### src/verilog/stat_ref_pkg.sv
// package: offsets, field layout, reset values for status pin select and
// reference input control block
// assumes: 8-bit register port, single clock domain
package stat_ref_pkg;

  // register offsets
  localparam logic [7:0] STAT_CTRL_OFFSET  = 8'h1C;
  localparam logic [7:0] REF_CTRL_OFFSET   = 8'h1D;
  localparam logic [7:0] IRQ_STATUS_OFFSET = 8'h1E;
  localparam logic [7:0] IRQ_MASK_OFFSET   = 8'h1F;

  // status control fields
  localparam int SEL_MSB = 7;
  localparam int SEL_LSB = 4;
  localparam int POL_BIT = 3;
  localparam logic [3:0] SEL_RESET = 4'h2;
  localparam logic       POL_RESET = 1'h1;

  // reference input control fields
  localparam int BYP_BIT      = 7;
  localparam int SEC_GND_BIT  = 5;
  localparam int PRI_GND_BIT  = 4;
  localparam int SEC_DIFF_BIT = 3;
  localparam int PRI_DIFF_BIT = 2;
  localparam int SEC_AC_BIT   = 1;
  localparam int PRI_AC_BIT   = 0;
  localparam logic [7:0] REF_RESET    = 8'h06;
  localparam logic [7:0] REF_WR_MASK  = 8'hBF;

  // event status layout
  localparam int EV_PRI_LOS = 0;
  localparam int EV_SEC_LOS = 1;
  localparam int EV_LOL1    = 2;
  localparam int EV_LOL2    = 3;
  localparam int EV_SW1     = 4;
  localparam int EV_SW2     = 5;
  localparam logic [5:0] EV_RESET = 6'h00;

  // indicator select codes
  typedef enum logic [3:0] {
    SEL_PRI_LOS  = 4'h0,
    SEL_SEC_LOS  = 4'h1,
    SEL_LOL1     = 4'h2,
    SEL_RDIV1    = 4'h3,
    SEL_NDIV1    = 4'h4,
    SEL_LOL2     = 4'h5,
    SEL_RDIV2    = 4'h6,
    SEL_NDIV2    = 4'h7,
    SEL_CAL1     = 4'h8,
    SEL_CAL2     = 4'h9,
    SEL_INTERRUPT_INDICATION     = 4'hA,
    SEL_MDIV1    = 4'hB,
    SEL_MDIV2    = 4'hC,
    SEL_EEPROM   = 4'hD,
    SEL_SW1      = 4'hE,
    SEL_SW2      = 4'hF
  } indicator_select_code_t;

endpackage
### src/verilog/div_toggle.sv
// holds: six divide-by-two toggles for divider pulse outputs
// assumes: pulse inputs are one-cycle strobes synchronous to clk_sys_in
`timescale 1ns/1ps
module div_toggle (
  // clock and reset
  input  wire logic       clk_sys_in,
  input  wire logic       rstn_in,
  // divider pulses
  input  wire logic [5:0] pulse_in,
  // halved outputs
  output logic      [5:0] half_out
);

  typedef struct packed {
    logic [5:0] half;
  } tog_state_t;

  tog_state_t st_reg;
  tog_state_t st_next;

  // -------------------------------------------------------------------
  // toggle on each pulse
  // -------------------------------------------------------------------
  always_comb begin
    st_next      = st_reg;
    st_next.half = st_reg.half ^ pulse_in;
  end

  always_ff @(posedge clk_sys_in or negedge rstn_in) begin
    if (!rstn_in) begin
      st_reg <= '0;
    end else begin
      st_reg <= st_next;
    end
  end

  assign half_out = st_reg.half;

endmodule

### src/verilog/stat_ref_ctrl.sv
// holds: second status pin select and reference input control registers
// assumes: 8-bit register port, status sources synchronous to clk_sys_in
//
// Overview of operation
// - Indicator select field in bits 7..4 resets to 0x2.
// - Codes 0x0 and 0x1 show primary and secondary loss of signal.
// - Codes 0x2 and 0x5 show lock loss of the first and second PLL.
// - Codes 0x3 and 0x6 show halved reference divider, only unbypassed.
// - Codes 0x4 and 0x7 show the halved feedback divider outputs.
// - Codes 0x8 and 0x9 show VCO calibration in progress per PLL.
// - Codes 0xB and 0xC show halved input divider, only unbypassed.
// - 0xA interrupt, 0xD EEPROM activity, 0xE and 0xF switchback.
// - Polarity bit 3 resets to 1; one is active high, zero active low.
// - Test configuration drive of the pin overrides the selection.
// - Detector bypass bit 7 makes both inputs valid to PLL control.
// - Detector bypass leaves interrupt flags and status pin untouched.
// - Bits 5 and 4 enable 50 ohm ground termination sec and pri.
// - Bits 3 and 2 enable 100 ohm differential termination.
// - Bits 1 and 0 enable internal AC coupling bias sec and pri.
// - Interrupt indication derives from the interrupt flag bits.
//
// The strobed register port was chosen for this implementation.
`timescale 1ns/1ps
module stat_ref_ctrl
  import stat_ref_pkg::*;
(
  // clock and reset
  input  wire logic       clk_sys_in,
  input  wire logic       rstn_in,
  // register port
  input  wire logic [7:0] reg_addr_in,
  input  wire logic [7:0] reg_wdata_in,
  input  wire logic       reg_wr_in,
  input  wire logic       reg_rd_in,
  output logic      [7:0] reg_rdata_out,
  // detector and pll status
  input  wire logic       pri_signal_loss_in,
  input  wire logic       sec_signal_loss_in,
  input  wire logic       pll1_lock_loss_in,
  input  wire logic       pll2_lock_loss_in,
  input  wire logic       pll1_cal_active_in,
  input  wire logic       pll2_cal_active_in,
  input  wire logic       eeprom_active_in,
  input  wire logic       pll1_switchback_in,
  input  wire logic       pll2_switchback_in,
  // divider pulses and bypass
  input  wire logic       pll1_rdiv_pulse_in,
  input  wire logic       pll2_rdiv_pulse_in,
  input  wire logic       pll1_ndiv_pulse_in,
  input  wire logic       pll2_ndiv_pulse_in,
  input  wire logic       pll1_mdiv_pulse_in,
  input  wire logic       pll2_mdiv_pulse_in,
  input  wire logic       pll1_rdiv_bypass_in,
  input  wire logic       pll2_rdiv_bypass_in,
  input  wire logic       pll1_mdiv_bypass_in,
  input  wire logic       pll2_mdiv_bypass_in,
  // test override
  input  wire logic       test_override_in,
  input  wire logic       test_level_in,
  // status pin and interrupt
  output logic            second_status_pin_out,
  output logic            irq_out,
  // reference input controls
  output logic            pri_input_valid_out,
  output logic            sec_input_valid_out,
  output logic            sec_ground_termination_out,
  output logic            pri_ground_termination_out,
  output logic            sec_diff_termination_out,
  output logic            pri_diff_termination_out,
  output logic            sec_ac_bias_enable_out,
  output logic            pri_ac_bias_enable_out
);

  typedef struct packed {
    logic [3:0] indicator_select;
    logic       indicator_polarity;
    logic [7:0] ref_ctrl;
    logic [5:0] irq_status;
    logic [5:0] irq_mask;
    logic [5:0] ev_prev;
    logic [7:0] rdata;
    logic       pin;
    logic       pri_valid;
    logic       sec_valid;
  } ctrl_state_t;

  ctrl_state_t st_reg;
  ctrl_state_t st_next;
  logic [5:0]  half;
  logic        rstn_sync;
  logic [5:0]  ev_now;
  logic        interrupt_indication_ind;
  logic        sel_level;
  logic        rst_meta_reg;
  logic        rst_sync_reg;

  // -------------------------------------------------------------------
  // reset release
  // -------------------------------------------------------------------
  // kept apart from the state struct: it runs on the pin reset
  always_ff @(posedge clk_sys_in or negedge rstn_in) begin
    if (!rstn_in) begin
      rst_meta_reg <= 1'b0;
      rst_sync_reg <= 1'b0;
    end else begin
      rst_meta_reg <= 1'b1;
      rst_sync_reg <= rst_meta_reg;
    end
  end

  assign rstn_sync = rst_sync_reg;

  // -------------------------------------------------------------------
  // halved divider outputs
  // -------------------------------------------------------------------
  div_toggle u_div_toggle (
    .clk_sys_in (clk_sys_in),
    .rstn_in    (rstn_sync),
    .pulse_in   ({pll2_mdiv_pulse_in, pll1_mdiv_pulse_in,
                  pll2_ndiv_pulse_in, pll1_ndiv_pulse_in,
                  pll2_rdiv_pulse_in, pll1_rdiv_pulse_in}),
    .half_out   (half)
  );

  function automatic logic [7:0] read_mux(input logic [7:0] a,
                                          input ctrl_state_t s);
    logic [7:0] r;
    r = 8'h00;
    // reserved bits zero
    // reserved read zero
    if (a == STAT_CTRL_OFFSET) begin
      r[SEL_MSB:SEL_LSB] = s.indicator_select;
      r[POL_BIT]         = s.indicator_polarity;
    end else if (a == REF_CTRL_OFFSET) begin
      r = s.ref_ctrl & REF_WR_MASK;
    end else if (a == IRQ_STATUS_OFFSET) begin
      r = {2'h0, s.irq_status};
    end else if (a == IRQ_MASK_OFFSET) begin
      r = {2'h0, s.irq_mask};
    end
    return r;
  endfunction

  // unmasked flag pending
  function automatic logic irq_pending(input ctrl_state_t s);
    return |(s.irq_status & s.irq_mask);
  endfunction

  // -------------------------------------------------------------------
  // next state
  // -------------------------------------------------------------------
  always_comb begin
    st_next          = st_reg;

    // real detector results feed events
    // bypass leaves flags
    ev_now = {pll2_switchback_in, pll1_switchback_in,
              pll2_lock_loss_in, pll1_lock_loss_in,
              sec_signal_loss_in, pri_signal_loss_in};
    st_next.ev_prev = ev_now;

    // register writes
    if (reg_wr_in) begin
      if (reg_addr_in == STAT_CTRL_OFFSET) begin
        st_next.indicator_select   = reg_wdata_in[SEL_MSB:SEL_LSB];
        st_next.indicator_polarity = reg_wdata_in[POL_BIT];
      end else if (reg_addr_in == REF_CTRL_OFFSET) begin
        st_next.ref_ctrl = reg_wdata_in & REF_WR_MASK;
      end else if (reg_addr_in == IRQ_STATUS_OFFSET) begin
        st_next.irq_status = st_reg.irq_status & ~reg_wdata_in[5:0];
      end else if (reg_addr_in == IRQ_MASK_OFFSET) begin
        st_next.irq_mask = reg_wdata_in[5:0];
      end
    end
    // rising edges set flags, set beats clear
    st_next.irq_status = st_next.irq_status | (ev_now & ~st_reg.ev_prev);

    // read data one cycle later
    st_next.rdata = reg_rd_in ? read_mux(reg_addr_in, st_reg) : 8'h00;

    interrupt_indication_ind = irq_pending(st_reg);

    // indicator selection
    case (indicator_select_code_t'(st_reg.indicator_select))
      SEL_PRI_LOS: sel_level = pri_signal_loss_in;
      SEL_SEC_LOS: sel_level = sec_signal_loss_in;
      SEL_LOL1:    sel_level = pll1_lock_loss_in;
      SEL_LOL2:    sel_level = pll2_lock_loss_in;
      SEL_RDIV1:   sel_level = half[0] & ~pll1_rdiv_bypass_in;
      SEL_RDIV2:   sel_level = half[1] & ~pll2_rdiv_bypass_in;
      SEL_NDIV1:   sel_level = half[2];
      SEL_NDIV2:   sel_level = half[3];
      SEL_CAL1:    sel_level = pll1_cal_active_in;
      SEL_CAL2:    sel_level = pll2_cal_active_in;
      SEL_MDIV1:   sel_level = half[4] & ~pll1_mdiv_bypass_in;
      SEL_MDIV2:   sel_level = half[5] & ~pll2_mdiv_bypass_in;
      SEL_INTERRUPT_INDICATION:    sel_level = interrupt_indication_ind;
      SEL_EEPROM:  sel_level = eeprom_active_in;
      SEL_SW1:     sel_level = pll1_switchback_in;
      default:     sel_level = pll2_switchback_in;
    endcase

    if (test_override_in) begin
      st_next.pin = test_level_in;
    end else begin
      st_next.pin = st_reg.indicator_polarity ? sel_level : ~sel_level;
    end

    st_next.pri_valid = st_reg.ref_ctrl[BYP_BIT] | ~pri_signal_loss_in;
    st_next.sec_valid = st_reg.ref_ctrl[BYP_BIT] | ~sec_signal_loss_in;
  end

  // -------------------------------------------------------------------
  // state register
  // -------------------------------------------------------------------
  always_ff @(posedge clk_sys_in or negedge rstn_sync) begin
    if (!rstn_sync) begin
      st_reg.indicator_select   <= SEL_RESET;
      st_reg.indicator_polarity <= POL_RESET;
      st_reg.ref_ctrl           <= REF_RESET;
      st_reg.irq_status         <= EV_RESET;
      st_reg.irq_mask           <= EV_RESET;
      st_reg.ev_prev            <= EV_RESET;
      st_reg.rdata              <= 8'h00;
      st_reg.pin                <= 1'b0;
      st_reg.pri_valid          <= 1'b0;
      st_reg.sec_valid          <= 1'b0;
    end else begin
      st_reg.indicator_select   <= st_next.indicator_select;
      st_reg.indicator_polarity <= st_next.indicator_polarity;
      st_reg.ref_ctrl           <= st_next.ref_ctrl;
      st_reg.irq_status         <= st_next.irq_status;
      st_reg.irq_mask           <= st_next.irq_mask;
      st_reg.ev_prev            <= st_next.ev_prev;
      st_reg.rdata              <= st_next.rdata;
      st_reg.pin                <= st_next.pin;
      st_reg.pri_valid          <= st_next.pri_valid;
      st_reg.sec_valid          <= st_next.sec_valid;
    end
  end

  // -------------------------------------------------------------------
  // outputs
  // -------------------------------------------------------------------
  assign reg_rdata_out         = st_reg.rdata;
  assign second_status_pin_out = st_reg.pin;
  assign irq_out               = irq_pending(st_reg);
  assign pri_input_valid_out   = st_reg.pri_valid;
  assign sec_input_valid_out   = st_reg.sec_valid;
  assign sec_ground_termination_out = st_reg.ref_ctrl[SEC_GND_BIT];
  assign pri_ground_termination_out = st_reg.ref_ctrl[PRI_GND_BIT];
  assign sec_diff_termination_out   = st_reg.ref_ctrl[SEC_DIFF_BIT];
  assign pri_diff_termination_out   = st_reg.ref_ctrl[PRI_DIFF_BIT];
  assign sec_ac_bias_enable_out     = st_reg.ref_ctrl[SEC_AC_BIT];
  assign pri_ac_bias_enable_out     = st_reg.ref_ctrl[PRI_AC_BIT];

endmodule

### config.mk
export PLATFORM = sky130hd
export DESIGN_NAME = stat_ref_ctrl
export DESIGN_NICKNAME = d
export VERILOG_FILES = /design/src/verilog/stat_ref_pkg.sv /design/src/verilog/div_toggle.sv /design/src/verilog/stat_ref_ctrl.sv
export SDC_FILE = /design/constraint.sdc
export NUM_CORES = 1
export LEC_CHECK = 0
export BUFFER_PORTS_ARGS = -buffer_cell sky130_fd_sc_hd__buf_4
export CAP_MARGIN = 20
export CORE_ASPECT_RATIO = 0.75
export CORE_MARGIN = 2
export CORE_UTILIZATION = 54
export CTS_BUF_LIST = sky130_fd_sc_hd__clkbuf_8
export DETAILED_ROUTE_END_ITERATION = 7
export PLACE_DENSITY = 0.82
export SYNTH_ARGS = -nofsm -noshare
export SYNTH_HDL_FRONTEND = slang
export SYNTH_SLANG_ARGS = --single-unit
### constraint.sdc
create_clock -name clk_sys_in -period 1.85 [get_ports clk_sys_in]
set_input_delay 0.185 -clock clk_sys_in [delete_from_list [all_inputs] [get_ports clk_sys_in]]
set_output_delay 0.185 -clock clk_sys_in [all_outputs]
set_load 0.02 [all_outputs]
==> results.txt <==
* Run status: complete, no violations
- The library cell used most frequently in the layout, excluding fill and tap cells, is sky130_fd_sc_hd__buf_4.
- Critical Path, Cell by Cell: dlygate4sd3_1 -> buf_4 -> mux4_2 -> a22oi_1 -> a31oi_1 -> a221o_1
* Leakage Power: 0.00136 uW
* Cell Pwr Density: 797 nW/um^2
- Die Ht: 59.6 um
* Cell count after synthesis: 172
* Startpoint of the most critical setup path: pll2_lock_loss_in
* Count of flip-flops with a built-in enable after synthesis: 0
* Ratio of cells with drive above 1 in the final layout: 47.0%
- The longest clock path from root to sink contains 2 buffers.
* Startpoint Class: input port
* Met1 routed wirelength after detailed routing: 2.03 mm
- Input/output buffers: 58
- Dividing the detail-routed via count by the number of cells gives 5.28.
- Initial standard-cell utilization of the core: 55.6%
- HP Start: pll1_switchback_in
* Number of setup buffers added after CTS: 0
* Post-synthesis sequential element count: 49
- Largest net degree at the start of global routing: 48
- The cell area that synthesis handed to floorplanning was 2220 um^2.
- TritonCTS built the clock tree.
* Number of antenna violations at the first check in global routing: 0
* Fill count: 298
* Clk_skew: 5.19 ps
- In the global route stage, overall resource usage came out at 21.1%.
- Met2 layer wire length in the routed design: 2.14 mm
* Least-Margin Pin Slew: 554 ps
- Final hold violation count: 0
- Boundary pin count: 59
* Count of yosys warnings during synthesis: 0
- Post-layout minimum cycle time: 1730 ps
- Total cell area at the placement stage: 2670 um^2
- PnR Total Power: 2240 uW
- Critical Path Max Stage Delay: 540 ps
- The total area inside the core boundary comes to 4000 um^2.
* Number of global-route vias before repair: 1,514
* Max reg flops: 24
* Relative slew margins: 63.1%
- For this run, design rule violations remaining after detail routing come to 0.
* Inserted Clock Buffers: 5
- Summed over all layers, the global routing overflow is 0.
* NumNets Final: 272
- The worst register-to-register path begins at st_reg[39].
- Compared with the post-synthesis result, the final layout area differs by 26.6%.
- Top metal layer carrying routed signals: met4
* Unrepaired setup endpoints after global routing: false
* Yosys cell types: 41
- Per-cell routed wire length: 15.3 um
* Final cycle utilization of the critical path: 93.6%
* Total setup violations reported at the end of the flow: 0
* Ant. Diodes: 0
- By startpoint and endpoint, the worst setup path is classified as input port to register.
- Fmax: 0.578 GHz
- After clock tree synthesis, the clock-pin slew on the worst setup and hold paths is 80 ps.
- The sequential cells in the finished layout cover a total of 1230 um^2.
* Commonest non-fill, non-tap cells in the layout: 64 x sky130_fd_sc_hd__buf_4, 43 x sky130_fd_sc_hd__dfrtp_1, 16 x sky130_fd_sc_hd__mux2_2, 10 x sky130_fd_sc_hd__inv_1, 8 x sky130_fd_sc_hd__nand2_1
- Dividing the synthesized area by the synthesized cell count gives 12.9 um^2.
* Register area share after synthesis: 55.3%
- STA classifies the critical path endpoint as a register.
- The clock reaches the later pin of the worst-skew pair after 300 ps.
- Total non-filler cell area in the finished layout: 2820 um^2
* Core Util, Final: 70.3%
- CTS root buffer: sky130_fd_sc_hd__clkbuf_8
- CTS saw 49 sinks.
- Antenna-violating nets left: 0
- Proportion of register bits with asynchronous set or reset after synthesis: 100%
* Routed length on met3: 217 um
- Setup total negative slack on the finished layout was measured at 0 ps.
- DRT Wirelength: 4.40 mm
- For this design, the slowest cell found on the critical path is sky130_fd_sc_hd__dlygate4sd3_1.
* Detailed Routing Iterations Pass 1: 4
* Number of design-rule violations left by the first detailed-router iteration: 63
- H-Tree Depth: 2
- Worst Path Arrival: 1920 ps
* Maximum ir drop on the vdd rail: 0.603 mV
* FP Rows: 20
* Routability Congestion: 0.881
- The floorplan step defined a die boundary enclosing 4650 um^2.
- In the final layout, the multi-input gates occupy 855 um^2.
- Die Span X: 78.1 um
* Final-report max-slew violation count: 0
* WP data required: 2040 ps
- Global-route wire length before repair: 7.32 mm
* Half-perimeter wire length after placement: 3.28 mm
- Maximum fanout along the worst path: 3
- The number of nets handed over by synthesis was 213.
- The tightest min-delay check is of the input port to register type.
- Across the run, the number of max-cap violations was 0.
- The routed layout has 1,514 vias.
- Dominant register cell in the synthesized netlist: sky130_fd_sc_hd__dfrtp_1
[final cells by class]
class | instances | area share, %
Clock buffer | 7 | 3.42
Sequential cell | 49 | 43.8
Inverter | 10 | 1.33
Multi-Input combinational cell | 97 | 30.3
Timing Repair Buffer | 68 | 18.5
Clock inverter | 1 | 0.178
Tap cell | 55 | 2.44
[routing by layer]
layer	track usage (%)	vias to the layer above
met5	0	-
met4	6.02	0
li1	-	712
met1	30.0	756
met3	5.03	3
met2	33.0	43
[through the flow]
stage               instances  hold slack (ps)  setup slack (ps)
floorplan                 172             -111               118
global placement          275            -32.2               108
detailed placement        275            -31.9              54.6
CTS                       285             1.94              42.2
global route              287             9.88              89.3
finish                    287             20.5               119
[cells by family (layout without fill, tap and decap cells)]
group	count (synthesis)	in the layout	share of synthesized area, %
xor+xnor	6	6	2.36
flops	49	49	55.3
simple gates	40	40	11.2
buf+inv	26	86	6.24
other cells	1	1	0.169
compound gates	22	22	7.76
mux	28	28	16.9
[power breakdown]
group          switching, uW  internal [uW]
clock                    328            338
combinational            145            189
sequential              70.0           1170
[path summary, 6_finish.rpt]
| path | end | slack, ps | cells after the start |
|---|---|---|---|
| max reg2reg | second_status_pin_out | 130 | 5 |
| min | st_reg[15] | 20 | 1 |
| max | second_status_pin_out | 120 | 6 |
| max in group asynchronous | st_reg[38] | 1110 | 1 |
| min in group asynchronous | rst_sync_reg | 200 | 2 |
| min reg2reg | u_div_toggle.half_out[1] | 340 | 1 |
[synthesized netlist by cell type (3+ instances only)]
| cell | count | area [um^2] |
|---|---|---|
| sky130_fd_sc_hd__nor2b_1 | 5 | 31.3 |
| sky130_fd_sc_hd__mux4_2 | 4 | 90.1 |
| sky130_fd_sc_hd__dfrtp_1 | 45 | 1130 |
| sky130_fd_sc_hd__buf_4 | 8 | 60.1 |
| sky130_fd_sc_hd__mux2i_1 | 3 | 30.0 |
| sky130_fd_sc_hd__nand2b_1 | 4 | 25.0 |
| sky130_fd_sc_hd__mux2_2 | 16 | 180 |
| sky130_fd_sc_hd__a22oi_1 | 7 | 52.6 |
| sky130_fd_sc_hd__mux2_4 | 5 | 75.1 |
| sky130_fd_sc_hd__xor2_1 | 6 | 52.6 |
| sky130_fd_sc_hd__nor2_1 | 7 | 26.3 |
| sky130_fd_sc_hd__a22o_1 | 5 | 43.8 |
| sky130_fd_sc_hd__dfstp_2 | 4 | 105 |
| sky130_fd_sc_hd__buf_2 | 3 | 15.0 |
| sky130_fd_sc_hd__inv_1 | 10 | 37.5 |
| sky130_fd_sc_hd__clkbuf_1 | 3 | 11.3 |
| sky130_fd_sc_hd__nand2_1 | 8 | 30.0 |
[what timing repair did]
item,CTS,global route
hold buffers,2,2
setup endpoints to repair,0,1
resized for setup,0,1
hold endpoints to repair,3,2
[critical path: cells and delay by family]
family                 cells  cell delay [ps]
buffers and inverters      2              680
AO/OA/AOI/OAI              3              600
multiplexers               1              430
No activity file was read; power rests on OpenSTA's default activity.
